$ cat src/logic/supply_supervisor_pkg.sv
package supply_supervisor_pkg;

  // Peripheral bus addressing: module number and register index
  localparam logic [4:0] MODULE_NUM = 5'h05;
  localparam logic [4:0] THRESHOLD_CTRL_INDEX = 5'h00;
  localparam logic [4:0] POWER_ENABLE_INDEX = 5'h01;
  localparam logic [4:0] IRQ_ENABLE_INDEX = 5'h0a;
  localparam logic [4:0] STATUS_INDEX = 5'h0b;

  // Threshold control register layout
  localparam logic [15:0] THRESHOLD_CTRL_RESET = 16'h0000;
  localparam int IO_IRQ_SEL_LSB = 4;
  localparam int CORE_IRQ_SEL_LSB = 2;
  localparam int CORE_RESET_SEL_LSB = 0;
  localparam logic [1:0] SEL_DEFAULT = 2'h0;

  // Power enable register layout
  localparam logic [15:0] POWER_ENABLE_RESET = 16'h0400;
  localparam logic [15:0] POWER_ENABLE_WRITE_MASK = 16'h1cfb;
  localparam int IO_DETECT_EN_BIT = 12;
  localparam int CORE_DETECT_EN_BIT = 11;
  localparam int RESET_EN_BIT = 10;
  localparam int GAIN_CODE_LSB = 5;
  localparam int TEMP_SENSOR_EN_BIT = 4;
  localparam int GAIN_AMP_EN_BIT = 3;
  localparam int OUT_CONV_EN_BIT = 1;
  localparam int IN_CONV_EN_BIT = 0;

  // Interrupt enable register layout (only the supervisor bits and the user bit)
  localparam logic [15:0] IRQ_ENABLE_RESET = 16'h0001;
  localparam logic [15:0] IRQ_ENABLE_WRITE_MASK = 16'h0031;
  localparam int IO_IRQ_EN_BIT = 5;
  localparam int CORE_IRQ_EN_BIT = 4;

  // Status register layout
  localparam int IO_LEVEL_BIT = 15;
  localparam int CORE_LEVEL_BIT = 14;
  localparam int IO_FLAG_BIT = 5;
  localparam int CORE_FLAG_BIT = 4;

  localparam logic [15:0] READ_ZERO = 16'h0000;

  // Selects and enables presented to the analog comparators
  typedef struct packed {
    logic [1:0] io_irq_sel;
    logic [1:0] core_irq_sel;
    logic [1:0] core_reset_sel;
    logic io_detect_en;
    logic core_detect_en;
    logic reset_en;
  } comparator_ctrl_t;

  // Raw comparator answers; high means the supply lies in the selected range
  typedef struct packed {
    logic io_below_irq;
    logic core_below_irq;
    logic core_below_reset;
  } comparator_trip_t;

  // Analog front end storage bits, routed out untouched
  typedef struct packed {
    logic [2:0] gain_code;
    logic temp_sensor_enable;
    logic gain_amp_enable;
    logic output_converter_enable;
    logic input_converter_enable;
  } front_end_ctrl_t;

endpackage

$ cat src/logic/supply_brownout_supervisor_regs.sv
// Operation
// All resets clear thresholds except reset-threshold bits
// Threshold control bits 15:6 read zero
// Bits 5:4 select I/O-supply interrupt threshold
// I/O flag sets only when detection enabled
// I/O interrupt needs flag, enable, mask, global
// Bits 3:2 select core-supply interrupt threshold
// Core flag sets only when detection enabled
// Core interrupt needs flag, enable, mask, global
// Bits 1:0 select core-supply reset threshold
// Enabled supervisor halts core on low supply
// Reset enable bit set by every reset
// Power enable register resets to 0400h
// Bit 12 enables I/O-supply detection
// Bit 11 enables core-supply detection
// Power enable reserved bits read zero
// Front end controls kept as plain storage
// Processor addresses registers by module and index
// Status read clears both flags, not levels
// Comparators synchronised; set beats read clear
`timescale 1ns/1ps
module supply_brownout_supervisor_regs (
  input wire logic i_clock,
  input wire logic i_srst,
  input wire logic i_power_on_reset,
  input wire logic [4:0] i_reg_module,
  input wire logic [4:0] i_reg_index,
  input wire logic i_reg_write,
  input wire logic i_reg_read,
  input wire logic [15:0] i_reg_wdata,
  input wire supply_supervisor_pkg::comparator_trip_t i_comparator_trip,
  input wire logic i_module_five_irq_mask,
  input wire logic i_global_irq_enable,
  output logic [15:0] o_reg_rdata,
  output logic o_reg_rdata_valid,
  output supply_supervisor_pkg::comparator_ctrl_t o_comparator_ctrl,
  output supply_supervisor_pkg::front_end_ctrl_t o_front_end_ctrl,
  output logic o_supply_irq,
  output logic o_brownout_reset
);

  // Any reset clears most state; power-on reset alone clears the rest
  wire any_reset = i_srst | i_power_on_reset;

  // Register state
  logic [3:0] irq_sel_q;
  logic [1:0] reset_sel_q;
  logic [15:0] power_enable_q;
  logic [15:0] irq_enable_q;
  logic io_flag_q;
  logic core_flag_q;
  logic [15:0] rdata_q;
  logic rdata_valid_q;
  logic irq_q;
  logic brownout_reset_q;
  supply_supervisor_pkg::comparator_ctrl_t ctrl_q;
  supply_supervisor_pkg::front_end_ctrl_t front_end_q;

  // Next values
  logic [3:0] irq_sel_d;
  logic [1:0] reset_sel_d;
  logic [15:0] power_enable_d;
  logic [15:0] irq_enable_d;
  logic io_flag_d;
  logic core_flag_d;
  logic [15:0] rdata_d;
  logic irq_d;
  logic brownout_reset_d;
  supply_supervisor_pkg::comparator_ctrl_t ctrl_d;
  supply_supervisor_pkg::front_end_ctrl_t front_end_d;

  // Comparator answers arrive from the analog side without a clock relation
  supply_supervisor_pkg::comparator_trip_t trip_sync;

  // two-stage synchroniser
  sync_two_stage #(
    .WIDTH($bits(supply_supervisor_pkg::comparator_trip_t))
  ) u_trip_sync (
    .i_clock(i_clock),
    .i_srst(any_reset),
    .i_data(i_comparator_trip),
    .o_data(trip_sync)
  );

  // module and index decode
  wire module_hit = (i_reg_module == supply_supervisor_pkg::MODULE_NUM);
  wire sel_threshold = module_hit
    & (i_reg_index == supply_supervisor_pkg::THRESHOLD_CTRL_INDEX);
  wire sel_power = module_hit & (i_reg_index == supply_supervisor_pkg::POWER_ENABLE_INDEX);
  wire sel_irq_en = module_hit & (i_reg_index == supply_supervisor_pkg::IRQ_ENABLE_INDEX);
  wire sel_status = module_hit & (i_reg_index == supply_supervisor_pkg::STATUS_INDEX);

  wire wr_threshold = i_reg_write & sel_threshold;
  wire wr_power = i_reg_write & sel_power;
  wire wr_irq_en = i_reg_write & sel_irq_en;
  wire rd_status = i_reg_read & sel_status;

  // Enable bits taken from the power enable and interrupt enable registers
  wire io_detect_en = power_enable_q[supply_supervisor_pkg::IO_DETECT_EN_BIT];
  wire core_detect_en = power_enable_q[supply_supervisor_pkg::CORE_DETECT_EN_BIT];
  wire reset_en = power_enable_q[supply_supervisor_pkg::RESET_EN_BIT];
  wire io_irq_en = irq_enable_q[supply_supervisor_pkg::IO_IRQ_EN_BIT];
  wire core_irq_en = irq_enable_q[supply_supervisor_pkg::CORE_IRQ_EN_BIT];

  // I/O interrupt threshold write
  // core interrupt threshold write
  assign irq_sel_d = wr_threshold
    ? i_reg_wdata[supply_supervisor_pkg::IO_IRQ_SEL_LSB+1:supply_supervisor_pkg::CORE_IRQ_SEL_LSB]
    : irq_sel_q;

  // reset threshold write
  assign reset_sel_d = wr_threshold
    ? i_reg_wdata[supply_supervisor_pkg::CORE_RESET_SEL_LSB+1:
                  supply_supervisor_pkg::CORE_RESET_SEL_LSB]
    : reset_sel_q;

  // R14: R11: R15: R16: masked enable storage
  assign power_enable_d = wr_power
    ? (i_reg_wdata & supply_supervisor_pkg::POWER_ENABLE_WRITE_MASK)
    : power_enable_q;

  // Interrupt enables; unimplemented bits never store
  assign irq_enable_d = wr_irq_en
    ? (i_reg_wdata & supply_supervisor_pkg::IRQ_ENABLE_WRITE_MASK)
    : irq_enable_q;

  // I/O flag gated by detection enable
  wire io_set = io_detect_en & trip_sync.io_below_irq;
  // core flag gated by detection enable
  wire core_set = core_detect_en & trip_sync.core_below_irq;

  // R19: read clears flags, a same-cycle set wins
  assign io_flag_d = io_set | (io_flag_q & ~rd_status);
  assign core_flag_d = core_set | (core_flag_q & ~rd_status);

  // Live levels are high above threshold and forced low when disabled
  wire io_level = io_detect_en & ~trip_sync.io_below_irq;
  wire core_level = core_detect_en & ~trip_sync.core_below_irq;

  // threshold control image, upper bits zero
  wire [15:0] threshold_image = {10'h000, irq_sel_q, reset_sel_q};

  // status image holds levels beside the flags
  logic [15:0] status_image;
  always_comb
  begin
    status_image = supply_supervisor_pkg::READ_ZERO;
    status_image[supply_supervisor_pkg::IO_LEVEL_BIT] = io_level;
    status_image[supply_supervisor_pkg::CORE_LEVEL_BIT] = core_level;
    status_image[supply_supervisor_pkg::IO_FLAG_BIT] = io_flag_q;
    status_image[supply_supervisor_pkg::CORE_FLAG_BIT] = core_flag_q;
  end

  // Read mux; unmapped addresses answer zero
  assign rdata_d = sel_threshold ? threshold_image
    : sel_power ? power_enable_q
    : sel_irq_en ? irq_enable_q
    : sel_status ? status_image
    : supply_supervisor_pkg::READ_ZERO;

  // I/O interrupt gating
  wire io_irq = io_flag_q & io_irq_en;
  // core interrupt gating
  wire core_irq = core_flag_q & core_irq_en;
  assign irq_d = (io_irq | core_irq) & i_module_five_irq_mask & i_global_irq_enable;

  // reset supervisor, suppressed when its enable is clear
  assign brownout_reset_d = reset_en & trip_sync.core_below_reset;

  // Selects and enables handed to the comparators, one cycle after the write
  always_comb
  begin
    ctrl_d = '0;
    ctrl_d.io_irq_sel = irq_sel_d[3:2];
    ctrl_d.core_irq_sel = irq_sel_d[1:0];
    ctrl_d.core_reset_sel = reset_sel_d;
    ctrl_d.io_detect_en = power_enable_d[supply_supervisor_pkg::IO_DETECT_EN_BIT];
    ctrl_d.core_detect_en = power_enable_d[supply_supervisor_pkg::CORE_DETECT_EN_BIT];
    ctrl_d.reset_en = power_enable_d[supply_supervisor_pkg::RESET_EN_BIT];
  end

  // front end bits are stored only, with no action here
  always_comb
  begin
    front_end_d = '0;
    front_end_d.gain_code = power_enable_d[supply_supervisor_pkg::GAIN_CODE_LSB+2:
                                           supply_supervisor_pkg::GAIN_CODE_LSB];
    front_end_d.temp_sensor_enable = power_enable_d[supply_supervisor_pkg::TEMP_SENSOR_EN_BIT];
    front_end_d.gain_amp_enable = power_enable_d[supply_supervisor_pkg::GAIN_AMP_EN_BIT];
    front_end_d.output_converter_enable = power_enable_d[supply_supervisor_pkg::OUT_CONV_EN_BIT];
    front_end_d.input_converter_enable = power_enable_d[supply_supervisor_pkg::IN_CONV_EN_BIT];
  end

  // reset-threshold bits survive all but power-on reset
  always_ff @(posedge i_clock)
  begin
    if (i_power_on_reset)
    begin
      reset_sel_q <= supply_supervisor_pkg::SEL_DEFAULT;
    end
    else
    begin
      reset_sel_q <= reset_sel_d;
    end
  end

  // Flags belong to the status register, which only power-on reset clears
  always_ff @(posedge i_clock)
  begin
    if (i_power_on_reset)
    begin
      io_flag_q <= 1'b0;
      core_flag_q <= 1'b0;
    end
    else
    begin
      io_flag_q <= io_flag_d;
      core_flag_q <= core_flag_d;
    end
  end

  // R12: R11: every reset restores the control registers except the reset-threshold bits
  always_ff @(posedge i_clock)
  begin
    if (any_reset)
    begin
      irq_sel_q <= supply_supervisor_pkg::THRESHOLD_CTRL_RESET[5:2];
      power_enable_q <= supply_supervisor_pkg::POWER_ENABLE_RESET;
      irq_enable_q <= supply_supervisor_pkg::IRQ_ENABLE_RESET;
    end
    else
    begin
      irq_sel_q <= irq_sel_d;
      power_enable_q <= power_enable_d;
      irq_enable_q <= irq_enable_d;
    end
  end

  // Output stage; the comparator controls are held at zero during reset
  always_ff @(posedge i_clock)
  begin
    if (any_reset)
    begin
      rdata_q <= supply_supervisor_pkg::READ_ZERO;
      rdata_valid_q <= 1'b0;
      irq_q <= 1'b0;
      brownout_reset_q <= 1'b0;
      ctrl_q <= '0;
      front_end_q <= '0;
    end
    else
    begin
      rdata_q <= i_reg_read ? rdata_d : rdata_q;
      rdata_valid_q <= i_reg_read;
      irq_q <= irq_d;
      brownout_reset_q <= brownout_reset_d;
      ctrl_q <= ctrl_d;
      front_end_q <= front_end_d;
    end
  end

  // Everything leaving the block comes straight from a flop
  assign o_reg_rdata = rdata_q;
  assign o_reg_rdata_valid = rdata_valid_q;
  assign o_comparator_ctrl = ctrl_q;
  assign o_front_end_ctrl = front_end_q;
  assign o_supply_irq = irq_q;
  assign o_brownout_reset = brownout_reset_q;

endmodule

$ cat src/logic/sync_two_stage.sv
`timescale 1ns/1ps
module sync_two_stage #(
  parameter int WIDTH = 1
) (
  input wire logic i_clock,
  input wire logic i_srst,
  input wire logic [WIDTH-1:0] i_data,
  output logic [WIDTH-1:0] o_data
);

  logic [WIDTH-1:0] first_q;
  logic [WIDTH-1:0] second_q;

  // First stage feeds only the second stage, to let metastability settle
  always_ff @(posedge i_clock)
  begin
    if (i_srst)
    begin
      first_q <= '0;
      second_q <= '0;
    end
    else
    begin
      first_q <= i_data;
      second_q <= first_q;
    end
  end

  assign o_data = second_q;

endmodule

$ cat config.mk
export PLATFORM = sky130hd
export DESIGN_NAME = supply_brownout_supervisor_regs
export DESIGN_NICKNAME = d
export VERILOG_FILES = /design/src/logic/supply_supervisor_pkg.sv /design/src/logic/supply_brownout_supervisor_regs.sv /design/src/logic/sync_two_stage.sv
export SDC_FILE = /design/constraint.sdc
export NUM_CORES = 1
export LEC_CHECK = 0
export ABC_AREA = 1
export BUFFER_PORTS_ARGS = -buffer_cell sky130_fd_sc_hd__clkbuf_2
export CAP_MARGIN = 20
export CORE_UTILIZATION = 35
export CTS_BUF_LIST = sky130_fd_sc_hd__clkbuf_4 sky130_fd_sc_hd__clkbuf_8
export DETAILED_ROUTE_END_ITERATION = 7
export SETUP_SLACK_MARGIN = 0.3
export SLEW_MARGIN = 25
export SYNTH_ARGS = -nofsm -noshare
export SYNTH_HDL_FRONTEND = slang
export SYNTH_SLANG_ARGS = --single-unit
$ cat constraint.sdc
create_clock -name i_clock -period 1.3 [get_ports i_clock]
set_clock_uncertainty 0.15 [all_clocks]
set_input_delay 0.325 -clock i_clock [delete_from_list [all_inputs] [get_ports i_clock]]
set_output_delay 0.325 -clock i_clock [all_outputs]
set_load 0.02 [all_outputs]
==> summary.txt <==
Logic synthesis
  – Post-synthesis cell type count: 22
  – Most area-hungry cell type in the Yosys netlist: dfxtp_1
  – Post-synthesis sequential area ratio: 47.5%
  – Count leader, synth: nand2_1
  – Yosys reg bits: 46
  – Asr flop ratio synth: 0%
  – Synth Instances: 259
  – Commonest cells post-synth: 53 x nand2_1, 46 x dfxtp_1, 29 x nand3_1, 28 x a21oi_1, 28 x nor2_1
  – Synth area leaders: dfxtp_1 48%, nand2_1 10%, nand3_1 7.5%
  – Synth Flop Type: dfxtp_1
  – Post-synth EDFFs: 0
  – Avg Inst Size Synth: 7.48 um2
  – Syn Std Cell Area: 0.00194 mm2
  – Yosys top cell area share: 47.5%
  – Yosys warnings: 0

Detailed routing
  – Via Count: 2,004
  – Antenna Nets Post-Route: 0
  – DR DRC count: 0
  – DR pass1 iterations: 4
  – Via density: 4.73
  – Wirelength, routed: 5.62 mm
  – DR iter-0 viols: 94
  – Wire per inst: 13.3 um

Power
  – Leak: 0.00145 uW
  – Peak supply drop: 0.509 mV
  – Pwr Total: 3010 uW
  – Power Density: 872 mW/mm2

Layout
  – Post-layout net count: 389
  – Fin util: 66.3%
  – Layout cells sized above 1: 62.4%
  – Post-route cell area: 0.00345 mm2
  – Area growth from synthesis to layout: 78.1%
  – Fillers: 420
  – Antenna fix cells: 0

Global route
  – First-pass GRT wire length: 9.24 mm
  – GRT overflow: 0
  – Vias in the first global route: 1,966
  – GRT Util Overall: 20.1%
  – Initial antenna violation count: 0
  – Largest net degree at the start of global routing: 18

Timing
  – Final hold violation count: 0
  – Max Fclk: 776 MHz
  – Final Cycle Share: 99.1%
  – RSZ-0062 raised after global routing: true
  – Tmin final: 1.29 ns
  – Final setup margin: 0.0122 ns
  – Slew Viols, Final: 0
  – Hold slack: 0.0612 ns
  – Final setup violation count: 0

Worst setup path
  – Critical path data required time: 1.35 ns
  – Crit-path max FO: 8
  – CP Capture Type: flip-flop
  – Worst R2R Setup Slack: 0.19 ns
  – Critical Path AT: 1.34 ns
  – Worst Setup Path Type: in -> reg
  – Startpoint types: input pin

Clock tree
  – CTS tree: done
  – CTS clk-pin slew, worst paths: 0.08 ns
  – Root buffer cell: clkbuf_8
  – # hold bufs at CTS: 0
  – Num CTS Buffers: 5
  – Max clock buf depth: 2
  – Worst skew pair latency: 0.30 ns
  – CTS H-tree lvls: 2
  – CTS sink cnt: 46

Hold path
  – HP Class: in -> reg

Die
  – Core ar.: 0.00520 mm2
  – Site Rows: 26
  – Die Ht: 76.4 um
  – Die Wd: 76.4 um
  – Starting Density: 37.2%
  – IO Count: 71
  – Total die area: 0.00584 mm2

Place
  – # port buffers: 62
  – Worst slack, placed: -0.287 ns
  – RePlAce Congestion: 0.823
  – Placed wire-length estimate: 3.54 mm
  – Post-placement cell area: 0.00240 mm2

Run
  – Max_cap viols: 0

Status
  – Status: completed
==> where the power goes <==
group          internal, uW  leakage [uW]  switching (uW)  total (uW)
Clock                   820     0.0000714             498        1320
Combinational           115      0.000987             156         271
Sequential             1420      0.000388            5.36        1420
Total                  2350       0.00145             660        3010
==> cells in the final DEF, fill, tap and decap left out, types with 8 or more instances in the layout <==
cell      synthesis  routed
nand2_2           4      18
nor2_1           28      21
nand3_1          29      20
dfxtp_1          46      14
buf_8             0      34
inv_1            24      22
clkbuf_2          0      28
a21oi_2           1      14
nand3_2           0       8
a21oi_1          28      15
buf_4            13      33
buf_6             2       8
dfxtp_2           0      31
nand2_1          53      35
nor2_4            1       8
==> critical path: stages <==
cell and delay, ns:
buf_6 0.10, nor2_4 0.09, nand2_2 0.06, nor2_4 0.16
buf_8 0.16, nand2_8 0.08, clkinv_8 0.08, nand2_8 0.08
o21ai_4 0.13, nor2_1 0.05
==> metrics by stage <==
| step | instances | setup TNS (ns) |
|---|---|---|
| after floorplan | 261 | -0.314 |
| after global placement | 390 | -7.62 |
| after detailed placement | 390 | -8.25 |
| after CTS | 419 | 0 |
| after global routing | 424 | -0.197 |
| final | 424 | 0 |
==> worst paths after layout <==
path,startpoint,endpoint,cells after the start
worst max-delay path,i_reg_module[4],o_comparator_ctrl[3]$_SDFF_PP0_,10
worst min-delay path,i_comparator_trip[0],u_trip_sync.first_q[0]$_SDFF_PP0_,3
worst max register to register,power_enable_q[12]$_SDFFE_PP0P_,o_reg_rdata[15]$_SDFFE_PP0P_,5
worst min register to register,u_trip_sync.first_q[2]$_SDFF_PP0_,u_trip_sync.o_data[2]$_SDFF_PP0_,2
==> registers in the layout, summed over array words and instances, names as in the netlist, 2 cells and up <==
register             cells
power_enable_q          10
o_reg_rdata             13
u_trip_sync.o_data       3
o_comparator_ctrl        3
u_trip_sync.first_q      3
irq_sel_q                4
reset_sel_q              2
irq_enable_q             3
==> layer usage <==
layer	vias up	routed length, um	track usage (%)	part of all wire [%]
met1	936	2580	25.0	46
met5	-	0	0	0
met2	56	2730	34.3	49
li1	1001	-	-	-
met3	11	228	4.43	4.1
met4	0	82	6.15	1.5
==> final cells by class <==
cell class,instances,area (um2),share of cell area (%)
clock buffers,6,82.6,2.39
clock inverters,2,60.1,1.74
inverters,27,124,3.59
multi-input cells,167,1090,31.6
flip-flops and latches,46,963,27.9
well taps,70,87.6,2.54
repair buffers,106,1040,30.2
==> repair_timing <==
action | in CTS | in global routing
buffers inserted | 20 | 5
gates resized for setup | 166 | 52
endpoints found under the setup margin | 69 | 69
pin swaps | 17 | 8
cloned | 1 | 0
==> cell families after synthesis <==
kind of cell,share of synthesized area (%)
AND/OR/NAND/NOR,27.6
flip-flops,47.5
other,0.193
AO/OA/AOI/OAI,11.4
buffers and inverters,13.3
No activity file was read; power rests on OpenSTA's default activity.
